--- src/haptic_calibration_map.svh ---
`ifndef HAPTIC_CALIBRATION_MAP_SVH
`define HAPTIC_CALIBRATION_MAP_SVH

// ==========================================================
// Register offsets
`define FULL_SCALE_TARGET_OFFSET 8'h16
`define OVERDRIVE_LIMIT_OFFSET 8'h17
`define LOSS_COMPENSATION_OFFSET 8'h18
`define BACKEMF_CALIBRATION_OFFSET 8'h19
`define FEEDBACK_CONTROL_OFFSET 8'h1A

// ==========================================================
// Reset values
`define FULL_SCALE_TARGET_RESET 8'h3F
`define OVERDRIVE_LIMIT_RESET 8'h89
`define LOSS_COMPENSATION_RESET 8'h0D
`define BACKEMF_CALIBRATION_RESET 8'h6D
`define FEEDBACK_CONTROL_RESET 8'h36
`define UNMAPPED_READ_VALUE 8'h00

// ==========================================================
// Feedback control field positions
`define ACTUATOR_TYPE_BIT 7
`define BRAKE_RATIO_MSB 6
`define BRAKE_RATIO_LSB 4
`define LOOP_SPEED_MSB 3
`define LOOP_SPEED_LSB 2
`define BACKEMF_SCALE_MSB 1
`define BACKEMF_SCALE_LSB 0

// ==========================================================
// Scaling constants
`define COMPENSATION_FULL_SCALE 16'h00FF
`define BACKEMF_FULL_SCALE_MV 20'h004C4
`define BACKEMF_CODE_FULL_SCALE 20'h000FF
`define BACKEMF_DIVISOR_CODE0 20'h00001
`define BACKEMF_DIVISOR_CODE1 20'h00002
`define BACKEMF_DIVISOR_CODE2 20'h00004
`define BACKEMF_DIVISOR_CODE3 20'h00008

// ==========================================================
// Brake to drive gain ratios
`define BRAKE_RATIO_CODE0 5'h01
`define BRAKE_RATIO_CODE1 5'h02
`define BRAKE_RATIO_CODE2 5'h03
`define BRAKE_RATIO_CODE3 5'h04
`define BRAKE_RATIO_CODE4 5'h06
`define BRAKE_RATIO_CODE5 5'h08
`define BRAKE_RATIO_CODE6 5'h10
`define BRAKE_DISABLE_CODE 3'h7

`endif

--- src/haptic_calibration_pkg.sv ---
package haptic_calibration_pkg;

  // ========================================================
  // Register port traffic
  typedef struct packed {
    logic strobe;
    logic [7:0] addr;
    logic [7:0] data;
  } reg_write_type;

  // ========================================================
  // Auto-calibration results
  typedef struct packed {
    logic valid;
    logic [7:0] loss_compensation;
    logic [7:0] backemf_level;
  } cal_result_type;

  // ========================================================
  // Feedback control fields
  typedef struct packed {
    logic actuator_type_select;
    logic [2:0] brake_gain_ratio;
    logic [1:0] loop_speed;
    logic [1:0] backemf_scale_select;
  } feedback_control_type;

  // ========================================================
  // Serial port phases
  typedef enum logic [2:0] {
    phase_idle,
    phase_address,
    phase_pointer,
    phase_write_data,
    phase_read_data
  } serial_phase_type;

endpackage

--- src/serial_register_port.sv ---
`timescale 1ns/1ps
module serial_register_port #(
  parameter logic [6:0] DEVICE_ADDRESS = 7'h2C
) (
  input wire logic clk,
  input wire logic resetn,
  input wire logic scl_in,
  input wire logic sda_in,
  output logic sda_drive_n,
  output haptic_calibration_pkg::reg_write_type reg_write,
  output logic [7:0] reg_pointer,
  input wire logic [7:0] read_data
);
  import haptic_calibration_pkg::*;

  // ========================================================
  // Pin synchronisers
  logic [1:0] scl_sync;
  logic [1:0] sda_sync;
  logic scl_prev;
  logic sda_prev;

  always_ff @(posedge clk or negedge resetn) begin
    if (!resetn) begin
      scl_sync <= 2'h3;
      sda_sync <= 2'h3;
      scl_prev <= 1'b1;
      sda_prev <= 1'b1;
    end else begin
      scl_sync <= {scl_sync[0], scl_in};
      sda_sync <= {sda_sync[0], sda_in};
      scl_prev <= scl_sync[1];
      sda_prev <= sda_sync[1];
    end
  end

  // ========================================================
  // Bus events
  wire scl_s = scl_sync[1];
  wire sda_s = sda_sync[1];
  wire start_seen = scl_s & scl_prev & sda_prev & ~sda_s;
  wire stop_seen = scl_s & scl_prev & ~sda_prev & sda_s;
  wire scl_rise = scl_s & ~scl_prev;
  wire scl_fall = ~scl_s & scl_prev;

  serial_phase_type phase;
  logic [3:0] bit_count;
  logic [7:0] shift_in;
  logic [7:0] shift_out;
  logic ack_slot;

  wire byte_done = scl_fall && !ack_slot && bit_count == 4'h8;
  wire ack_done = scl_fall && ack_slot;
  wire address_match = shift_in[7:1] == DEVICE_ADDRESS;

  // ========================================================
  // Byte engine
  // Pointer auto-increments so bursts walk the register map
  always_ff @(posedge clk or negedge resetn) begin
    if (!resetn) begin
      phase <= phase_idle;
      bit_count <= 4'h0;
      shift_in <= 8'h00;
      shift_out <= 8'hFF;
      ack_slot <= 1'b0;
      sda_drive_n <= 1'b1;
      reg_write <= '0;
      reg_pointer <= 8'h00;
    end else begin
      reg_write.strobe <= 1'b0;
      if (start_seen) begin
        phase <= phase_address;
        bit_count <= 4'h0;
        ack_slot <= 1'b0;
        sda_drive_n <= 1'b1;
      end else if (stop_seen) begin
        phase <= phase_idle;
        ack_slot <= 1'b0;
        sda_drive_n <= 1'b1;
      end else if (phase != phase_idle && scl_rise) begin
        if (!ack_slot && bit_count != 4'h8) begin
          shift_in <= {shift_in[6:0], sda_s};
          bit_count <= bit_count + 4'h1;
        end else if (ack_slot && phase == phase_read_data && sda_s) begin
          // Host refused the byte: read burst ends here
          phase <= phase_idle;
        end
      end else if (phase != phase_idle && byte_done) begin
        ack_slot <= 1'b1;
        case (phase)
          phase_address: begin
            if (address_match) begin
              sda_drive_n <= 1'b0;
            end else begin
              phase <= phase_idle;
              ack_slot <= 1'b0;
            end
          end
          phase_pointer: begin
            reg_pointer <= shift_in;
            sda_drive_n <= 1'b0;
          end
          phase_write_data: begin
            reg_write.strobe <= 1'b1;
            reg_write.addr <= reg_pointer;
            reg_write.data <= shift_in;
            sda_drive_n <= 1'b0;
          end
          phase_read_data: begin
            reg_pointer <= reg_pointer + 8'h01;
            sda_drive_n <= 1'b1;
          end
          default: begin
            phase <= phase_idle;
          end
        endcase
      end else if (phase != phase_idle && ack_done) begin
        ack_slot <= 1'b0;
        bit_count <= 4'h0;
        sda_drive_n <= 1'b1;
        case (phase)
          phase_address: begin
            if (shift_in[0]) begin
              phase <= phase_read_data;
              shift_out <= read_data;
              sda_drive_n <= read_data[7];
            end else begin
              phase <= phase_pointer;
            end
          end
          phase_pointer: begin
            phase <= phase_write_data;
          end
          phase_write_data: begin
            reg_pointer <= reg_pointer + 8'h01;
          end
          phase_read_data: begin
            shift_out <= read_data;
            sda_drive_n <= read_data[7];
          end
          default: begin
            phase <= phase_idle;
          end
        endcase
      end else if (phase == phase_read_data && scl_fall && bit_count != 4'h0) begin
        shift_out <= {shift_out[6:0], 1'b1};
        sda_drive_n <= shift_out[6];
      end
    end
  end

endmodule // serial_register_port

--- src/haptic_calibration_register_bank.sv ---
`timescale 1ns/1ps
`include "haptic_calibration_map.svh"

// Operation
// - Full-scale target is 8 bits, resets 0x3F, closed-loop reference, calibration input.
// - Open loop ignores full-scale target and uses overdrive limit instead.
// - Closed loop exceeds rated level only during overdrive and braking intervals.
// - Overdrive limit is 8 bits, resets 0x89, and clamps automatic overdrive.
// - Open loop uses the overdrive limit as its full-scale reference.
// - Loss compensation result is 8 bits, read/write, resets 0x0D, written by calibration.
// - Playback drive gain is multiplied by one plus compensation over 255.
// - Back-EMF result is 8 bits, read/write, resets 0x6D, written by calibration.
// - Back-EMF volts equal value over 255 times 1.22 V over gain setting.
// - Closed-loop feedback gain derives from the stored back-EMF result.
// - Feedback control at 0x1A: type, brake ratio, loop speed, back-EMF gain; reset 0x36.
// - Actuator type bit: 0 eccentric mass, 1 linear resonant; set before calibration.
// - Brake ratio codes 0 to 6 give 1,2,3,4,6,8,16x; code 7 disables braking.
module haptic_calibration_register_bank #(
  parameter logic [6:0] DEVICE_ADDRESS = 7'h2C,
  parameter logic [15:0] FEEDBACK_GAIN_NUMERATOR = 16'h1000
) (
  input wire logic clk,
  input wire logic resetn,
  input wire logic scl_in,
  input wire logic sda_in,
  output logic sda_drive_n,
  input wire logic closed_loop,
  input wire logic overdrive_active,
  input wire logic braking_active,
  input wire logic [7:0] drive_request,
  input wire haptic_calibration_pkg::cal_result_type cal_result,
  output logic [7:0] full_scale_reference,
  output logic [7:0] calibration_target,
  output logic [7:0] drive_level,
  output logic [8:0] compensated_drive,
  output logic [11:0] backemf_millivolts,
  output logic [7:0] drive_feedback_gain,
  output logic [12:0] brake_feedback_gain,
  output logic brake_enable,
  output haptic_calibration_pkg::feedback_control_type feedback_fields
);
  import haptic_calibration_pkg::*;

  // ========================================================
  // Register port
  reg_write_type reg_write;
  logic [7:0] reg_pointer;
  logic [7:0] read_data;

  serial_register_port #(
    .DEVICE_ADDRESS(DEVICE_ADDRESS)
  ) port_inst (
    .clk(clk),
    .resetn(resetn),
    .scl_in(scl_in),
    .sda_in(sda_in),
    .sda_drive_n(sda_drive_n),
    .reg_write(reg_write),
    .reg_pointer(reg_pointer),
    .read_data(read_data)
  );

  // ========================================================
  // Storage
  logic [7:0] full_scale_target_level;
  logic [7:0] overdrive_limit;
  logic [7:0] loss_compensation_result;
  logic [7:0] backemf_calibration_result;
  logic [7:0] feedback_control;

  wire hit_target = reg_pointer == `FULL_SCALE_TARGET_OFFSET;
  wire hit_limit = reg_pointer == `OVERDRIVE_LIMIT_OFFSET;
  wire hit_loss = reg_pointer == `LOSS_COMPENSATION_OFFSET;
  wire hit_backemf = reg_pointer == `BACKEMF_CALIBRATION_OFFSET;
  wire hit_feedback = reg_pointer == `FEEDBACK_CONTROL_OFFSET;

  wire write_target = reg_write.strobe && reg_write.addr == `FULL_SCALE_TARGET_OFFSET;
  wire write_limit = reg_write.strobe && reg_write.addr == `OVERDRIVE_LIMIT_OFFSET;
  wire write_loss = reg_write.strobe && reg_write.addr == `LOSS_COMPENSATION_OFFSET;
  wire write_backemf = reg_write.strobe && reg_write.addr == `BACKEMF_CALIBRATION_OFFSET;
  wire write_feedback = reg_write.strobe && reg_write.addr == `FEEDBACK_CONTROL_OFFSET;

  // Unmapped pointers read zero and swallow writes
  assign read_data = hit_target ? full_scale_target_level :
                     hit_limit ? overdrive_limit :
                     hit_loss ? loss_compensation_result :
                     hit_backemf ? backemf_calibration_result :
                     hit_feedback ? feedback_control :
                     `UNMAPPED_READ_VALUE;

  always_ff @(posedge clk or negedge resetn) begin
    if (!resetn) begin
      full_scale_target_level <= `FULL_SCALE_TARGET_RESET;
      overdrive_limit <= `OVERDRIVE_LIMIT_RESET;
      feedback_control <= `FEEDBACK_CONTROL_RESET;
    end else begin
      if (write_target) begin
        full_scale_target_level <= reg_write.data;
      end
      if (write_limit) begin
        overdrive_limit <= reg_write.data;
      end
      if (write_feedback) begin
        feedback_control <= reg_write.data;
      end
    end
  end

  // Calibration result beats a host write landing in the same cycle
  always_ff @(posedge clk or negedge resetn) begin
    if (!resetn) begin
      loss_compensation_result <= `LOSS_COMPENSATION_RESET;
      backemf_calibration_result <= `BACKEMF_CALIBRATION_RESET;
    end else if (cal_result.valid) begin
      loss_compensation_result <= cal_result.loss_compensation;
      backemf_calibration_result <= cal_result.backemf_level;
    end else begin
      if (write_loss) begin
        loss_compensation_result <= reg_write.data;
      end
      if (write_backemf) begin
        backemf_calibration_result <= reg_write.data;
      end
    end
  end

  // ========================================================
  // Field split
  feedback_control_type fields;

  assign fields.actuator_type_select = feedback_control[`ACTUATOR_TYPE_BIT];
  assign fields.brake_gain_ratio = feedback_control[`BRAKE_RATIO_MSB:`BRAKE_RATIO_LSB];
  assign fields.loop_speed = feedback_control[`LOOP_SPEED_MSB:`LOOP_SPEED_LSB];
  assign fields.backemf_scale_select =
    feedback_control[`BACKEMF_SCALE_MSB:`BACKEMF_SCALE_LSB];

  // ========================================================
  // Reference and clamp
  wire [7:0] next_full_scale_reference =
    closed_loop ? full_scale_target_level : overdrive_limit;
  wire boost_interval = overdrive_active | braking_active;
  // Above the rated level only while overdrive or braking runs
  wire [7:0] level_ceiling =
    (closed_loop && boost_interval) ? overdrive_limit : next_full_scale_reference;
  wire [7:0] next_drive_level =
    (drive_request > level_ceiling) ? level_ceiling : drive_request;

  // ========================================================
  // Loss compensation
  // Exact divide by 255; costs a constant divider but avoids a gain bias
  wire [16:0] compensation_product =
    17'(next_drive_level) * (17'(`COMPENSATION_FULL_SCALE) + 17'(loss_compensation_result));
  wire [16:0] compensation_quotient =
    compensation_product / 17'(`COMPENSATION_FULL_SCALE);
  wire [8:0] next_compensated_drive = compensation_quotient[8:0];

  // ========================================================
  // Back-EMF scaling
  logic [19:0] backemf_divisor;

  always_comb begin
    case (fields.backemf_scale_select)
      2'h0: backemf_divisor = `BACKEMF_DIVISOR_CODE0;
      2'h1: backemf_divisor = `BACKEMF_DIVISOR_CODE1;
      2'h2: backemf_divisor = `BACKEMF_DIVISOR_CODE2;
      2'h3: backemf_divisor = `BACKEMF_DIVISOR_CODE3;
      default: backemf_divisor = `BACKEMF_DIVISOR_CODE0;
    endcase
  end

  wire [19:0] backemf_product = 20'(backemf_calibration_result) * `BACKEMF_FULL_SCALE_MV;
  wire [19:0] backemf_quotient =
    backemf_product / (`BACKEMF_CODE_FULL_SCALE * backemf_divisor);
  wire [11:0] next_backemf_millivolts = backemf_quotient[11:0];

  // ========================================================
  // Feedback gains
  // A zero back-EMF result is treated as one so the divide never faults
  wire [15:0] backemf_nonzero =
    (backemf_calibration_result == 8'h00) ? 16'h0001 : 16'(backemf_calibration_result);
  wire [15:0] gain_quotient = FEEDBACK_GAIN_NUMERATOR / backemf_nonzero;
  wire [7:0] next_drive_feedback_gain =
    (gain_quotient > 16'h00FF) ? 8'hFF : gain_quotient[7:0];

  logic [4:0] brake_ratio;

  always_comb begin
    case (fields.brake_gain_ratio)
      3'h0: brake_ratio = `BRAKE_RATIO_CODE0;
      3'h1: brake_ratio = `BRAKE_RATIO_CODE1;
      3'h2: brake_ratio = `BRAKE_RATIO_CODE2;
      3'h3: brake_ratio = `BRAKE_RATIO_CODE3;
      3'h4: brake_ratio = `BRAKE_RATIO_CODE4;
      3'h5: brake_ratio = `BRAKE_RATIO_CODE5;
      3'h6: brake_ratio = `BRAKE_RATIO_CODE6;
      default: brake_ratio = 5'h00;
    endcase
  end

  wire next_brake_enable = fields.brake_gain_ratio != `BRAKE_DISABLE_CODE;
  wire [12:0] next_brake_feedback_gain =
    13'(next_drive_feedback_gain) * 13'(brake_ratio);

  // ========================================================
  // Output registers
  always_ff @(posedge clk or negedge resetn) begin
    if (!resetn) begin
      full_scale_reference <= 8'h00;
      calibration_target <= 8'h00;
      drive_level <= 8'h00;
      compensated_drive <= 9'h000;
    end else begin
      full_scale_reference <= next_full_scale_reference;
      calibration_target <= full_scale_target_level;
      drive_level <= next_drive_level;
      compensated_drive <= next_compensated_drive;
    end
  end

  always_ff @(posedge clk or negedge resetn) begin
    if (!resetn) begin
      backemf_millivolts <= 12'h000;
      drive_feedback_gain <= 8'h00;
      brake_feedback_gain <= 13'h0000;
      brake_enable <= 1'b0;
      feedback_fields <= '0;
    end else begin
      backemf_millivolts <= next_backemf_millivolts;
      drive_feedback_gain <= next_drive_feedback_gain;
      brake_feedback_gain <= next_brake_feedback_gain;
      brake_enable <= next_brake_enable;
      feedback_fields <= fields;
    end
  end

endmodule // haptic_calibration_register_bank

--- config.mk ---
export PLATFORM = sky130hd
export DESIGN_NAME = haptic_calibration_register_bank
export DESIGN_NICKNAME = d
export VERILOG_FILES = /design/src/haptic_calibration_pkg.sv /design/src/serial_register_port.sv /design/src/haptic_calibration_register_bank.sv
export VERILOG_INCLUDE_DIRS = /design/src
export SDC_FILE = /design/constraint.sdc
export NUM_CORES = 1
export LEC_CHECK = 0
export BUFFER_PORTS_ARGS = -buffer_cell sky130_fd_sc_hd__buf_2
export CAP_MARGIN = 5
export CORE_MARGIN = 3
export CORE_UTILIZATION = 49
export DETAILED_ROUTE_END_ITERATION = 16
export PLACE_DENSITY = 0.65
export SETUP_SLACK_MARGIN = 0.4
export SYNTH_ARGS = -nofsm -noshare
export SYNTH_HDL_FRONTEND = slang
export SYNTH_SLANG_ARGS = --single-unit
--- constraint.sdc ---
create_clock -name clk -period 80.8 [get_ports clk]
set_clock_uncertainty 0.2 [all_clocks]
set_input_delay 4.04 -clock clk [delete_from_list [all_inputs] [get_ports clk]]
set_output_delay 4.04 -clock clk [all_outputs]
set_load 0.005 [all_outputs]
==> flow_metrics.env <==
export IMPL_outcome="finished clean"
export IMPL_cts_buffers_inserted=17
export IMPL_ys_seq_area_frac=0.136
export IMPL_cts_setup_buffers=0
export IMPL_die_y_um=260
export IMPL_startpoint_type="register"
export IMPL_multi_input_area_um2=25800
export IMPL_nets=4716
export IMPL_portBuffers=107
export IMPL_synth_flop_cell="dfrtp_1"
export IMPL_clockRootBuffer="clkbuf_16"
export IMPL_ant_nets=0
export IMPL_crit_type="register to register"
export IMPL_maxSlewHeadroom=0.267
export IMPL_muxShareOfSynthArea=0.0581
export IMPL_cts_sinks=170
export IMPL_synth_distinct_cells=118
export IMPL_ys_top_cells_by_area="ha_1 16%, dfrtp_1 11%, a21oi_1 5.2%, nand2_1 5.1%, nor2_1 4.7%"
export IMPL_clkTransAtPathRegs_ns=0.10
export IMPL_synthXorXnorAreaFrac=0.0722
export IMPL_rr_startpoint="feedback_control[1]"
export IMPL_utilization=0.529
export IMPL_cts_tree="built"
export IMPL_fmax_ghz=0.0164
export IMPL_grt_pass1_wl_um=149000
export IMPL_finalSetupViolations=0
export IMPL_async_flop_share=1.00
export IMPL_cts_max_path_buffers=2
export IMPL_avgSynthCellArea_um2=7.59
export IMPL_netlist_area_um2=31600
export IMPL_r2r_cells=285
export IMPL_die_w_um=260
export IMPL_area_delta_synth_final_pct=6.21
export IMPL_worst_slack_ns=19.77
export IMPL_layout_min_cycle_time_ns=61.03
export IMPL_post_route_period_util=0.755
export IMPL_drc=0
export IMPL_ys_warn_count=0
export IMPL_dr_pass1_iters=5
export IMPL_routed_wl_um=92000
export IMPL_insertion_delay_ns=0.50
export IMPL_grt_pass1_vias=28700
export IMPL_slew_violations=0
export IMPL_core_area_um2=63400
export IMPL_grt_max_degree=74
export IMPL_worst_pin_slew_ns=1.09
export IMPL_cts_resized_gates=0
export IMPL_hold_path_end="port_inst.sda_sync[1]"
export IMPL_antenna_found_initial=1
export IMPL_avgRoutedWirePerCell_um=18.2
export IMPL_via_per_inst=6.02
export IMPL_synthCells=4163
export IMPL_overflow=0
export IMPL_yosysTopAreaCellShare=0.162
export IMPL_yosys_area_share_simple=0.239
export IMPL_start_util=0.498
export IMPL_slowest_stage="or4b_1"
export IMPL_globalplace_congestion=0.988
export IMPL_r2r_end="backemf_millivolts[0]"
export IMPL_synth_compound_area_frac=0.236
export IMPL_seq_area_um2=4300
export IMPL_via_count=30500
export IMPL_hp_start="port_inst.sda_sync[0]"
export IMPL_r2r_slack_ns=19.77
export IMPL_cpLargestDelayFamily="compound AO/OA/AOI/OAI gates"
export IMPL_fill_cells=6244
export IMPL_cpPeakStageDelay_ns=0.85
export IMPL_cts_htree_levels=4
export IMPL_arrival_ns=61.21
export IMPL_fp_row_count=92
export IMPL_cp_common_cell="o21a_1"
export IMPL_dpl_hpwl_um=70900
export IMPL_critPathMaxFanout=26
export IMPL_min_path_cells=0
export IMPL_yosys_area_top_type="ha_1"
export IMPL_ctsHoldBuffers=0
export IMPL_drv_cap=0
export IMPL_rsz0062_at_grt="false"
export IMPL_place_ws_ns=20.94
export IMPL_endpoint_kind="register"
export IMPL_dieArea_um2=67600
export IMPL_dr_first_iter_drc_count=2361
export IMPL_drive_gt1_frac=0.0984
export IMPL_synth_adder_area_share=0.209
export IMPL_synth_top_family_by_area="simple AND/OR/NAND/NOR gates"
export IMPL_hold_path_class="register to register"
export IMPL_synth_edf_count=0
export IMPL_path_buf_inv=17
export IMPL_io_pins=108
export IMPL_crit_required_ns=80.97
export IMPL_grt_usage=0.269
export IMPL_ys_ff_latch=170
export IMPL_finalHoldViolCount=0
export IMPL_setup_tns_ns=0
## registers in the layout (all words and copies together) (netlist names), 9 cells and up
name,count
compensated_drive,9
port_inst.reg_write,17
backemf_millivolts,12
brake_feedback_gain,13
## placed cells by master (no fill, tap or decap), types with 37 or more instances in the layout
cell type,Yosys,layout
a211oi_1,37,37
a21o_1,109,109
a21oi_1,330,330
and2_1,57,57
buf_2,16,106
dfrtp_1,135,135
fa_1,71,71
ha_1,410,410
inv_1,267,267
mux2_2,102,102
mux2i_1,61,61
nand2_1,431,431
nand2b_1,82,82
nand3_1,95,95
nand4_1,56,56
nor2_1,398,398
nor2b_1,42,42
nor3_1,119,119
o21a_1,94,94
o21ai_0,236,236
o31ai_1,47,47
or3_1,38,38
xnor2_1,168,168
xor2_1,89,89
## how the worst max path moves through the flow
stage                                    from               endpoint  slack (ns)  depth (start not counted)
after floorplan           feedback_control[1]  backemf_millivolts[0]       27.57                        301
after global placement    feedback_control[1]  backemf_millivolts[0]       21.79                        280
after detailed placement  feedback_control[1]  backemf_millivolts[0]       20.94                        282
after CTS                 feedback_control[1]  backemf_millivolts[0]       20.82                        281
after global routing      feedback_control[1]  backemf_millivolts[0]       14.41                        285
final                     feedback_control[1]  backemf_millivolts[0]       19.77                        285
## cell usage after synthesis, drive strengths merged (35+ instances only)
cell and n:
nand2 431, ha 410, nor2 401, a21oi 335, inv 274, o21ai 252
xnor2 168, dfrtp 135, nor3 121, a21o 109, mux2 107, nand3 95
o21a 94, xor2 91, clkbuf 86, nand2b 82, fa 71, mux2i 62
and2 59, nand4 56, o31ai 51, nor2b 42, a211oi 41, or3 40
or2 38, a31oi 37, and3 35, dfstp 35
## through the flow
stage	hold WS, ns	cells	cell area [µm²]
floorplan	0.145	4165	31600
global placement	0.147	5030	33000
detailed placement	0.149	5030	33000
CTS	0.160	5062	33600
global route	0.162	5062	33600
finish	0.159	5063	33600
## logic make-up (layout without fill, tap and decap cells)
logic type / after synthesis / in the layout
AO/OA/AOI/OAI: 1149 / 1149
XOR/XNOR: 259 / 259
adder cells (fa/ha/maj): 487 / 487
buffers and inverters: 393 / 444
flip-flops: 170 / 170
multiplexers: 169 / 169
other: 2 / 5
AND/OR/NAND/NOR: 1534 / 1534
## metal layers
metal	vias to the layer above	wire, µm	track usage
li1	15100	-	-
met1	14300	42400	0.366
met2	851	42100	0.445
met3	156	5060	0.0344
met4	0	2420	0.0777
met5	-	0	0
## layout make-up
| cell class | count | area share |
|---|---|---|
| multi-input cells | 3602 | 0.768 |
| flip-flops and latches | 170 | 0.128 |
| well taps | 846 | 0.0315 |
| inverters | 275 | 0.0309 |
| repair buffers | 137 | 0.0229 |
| clock buffers | 18 | 0.0128 |
| clock inverters | 14 | 0.00566 |
| diodes | 1 | 0.0000745 |
Power is not shown: default switching activity piles up to over one toggle a cycle in this logic, so the estimate is an artifact.
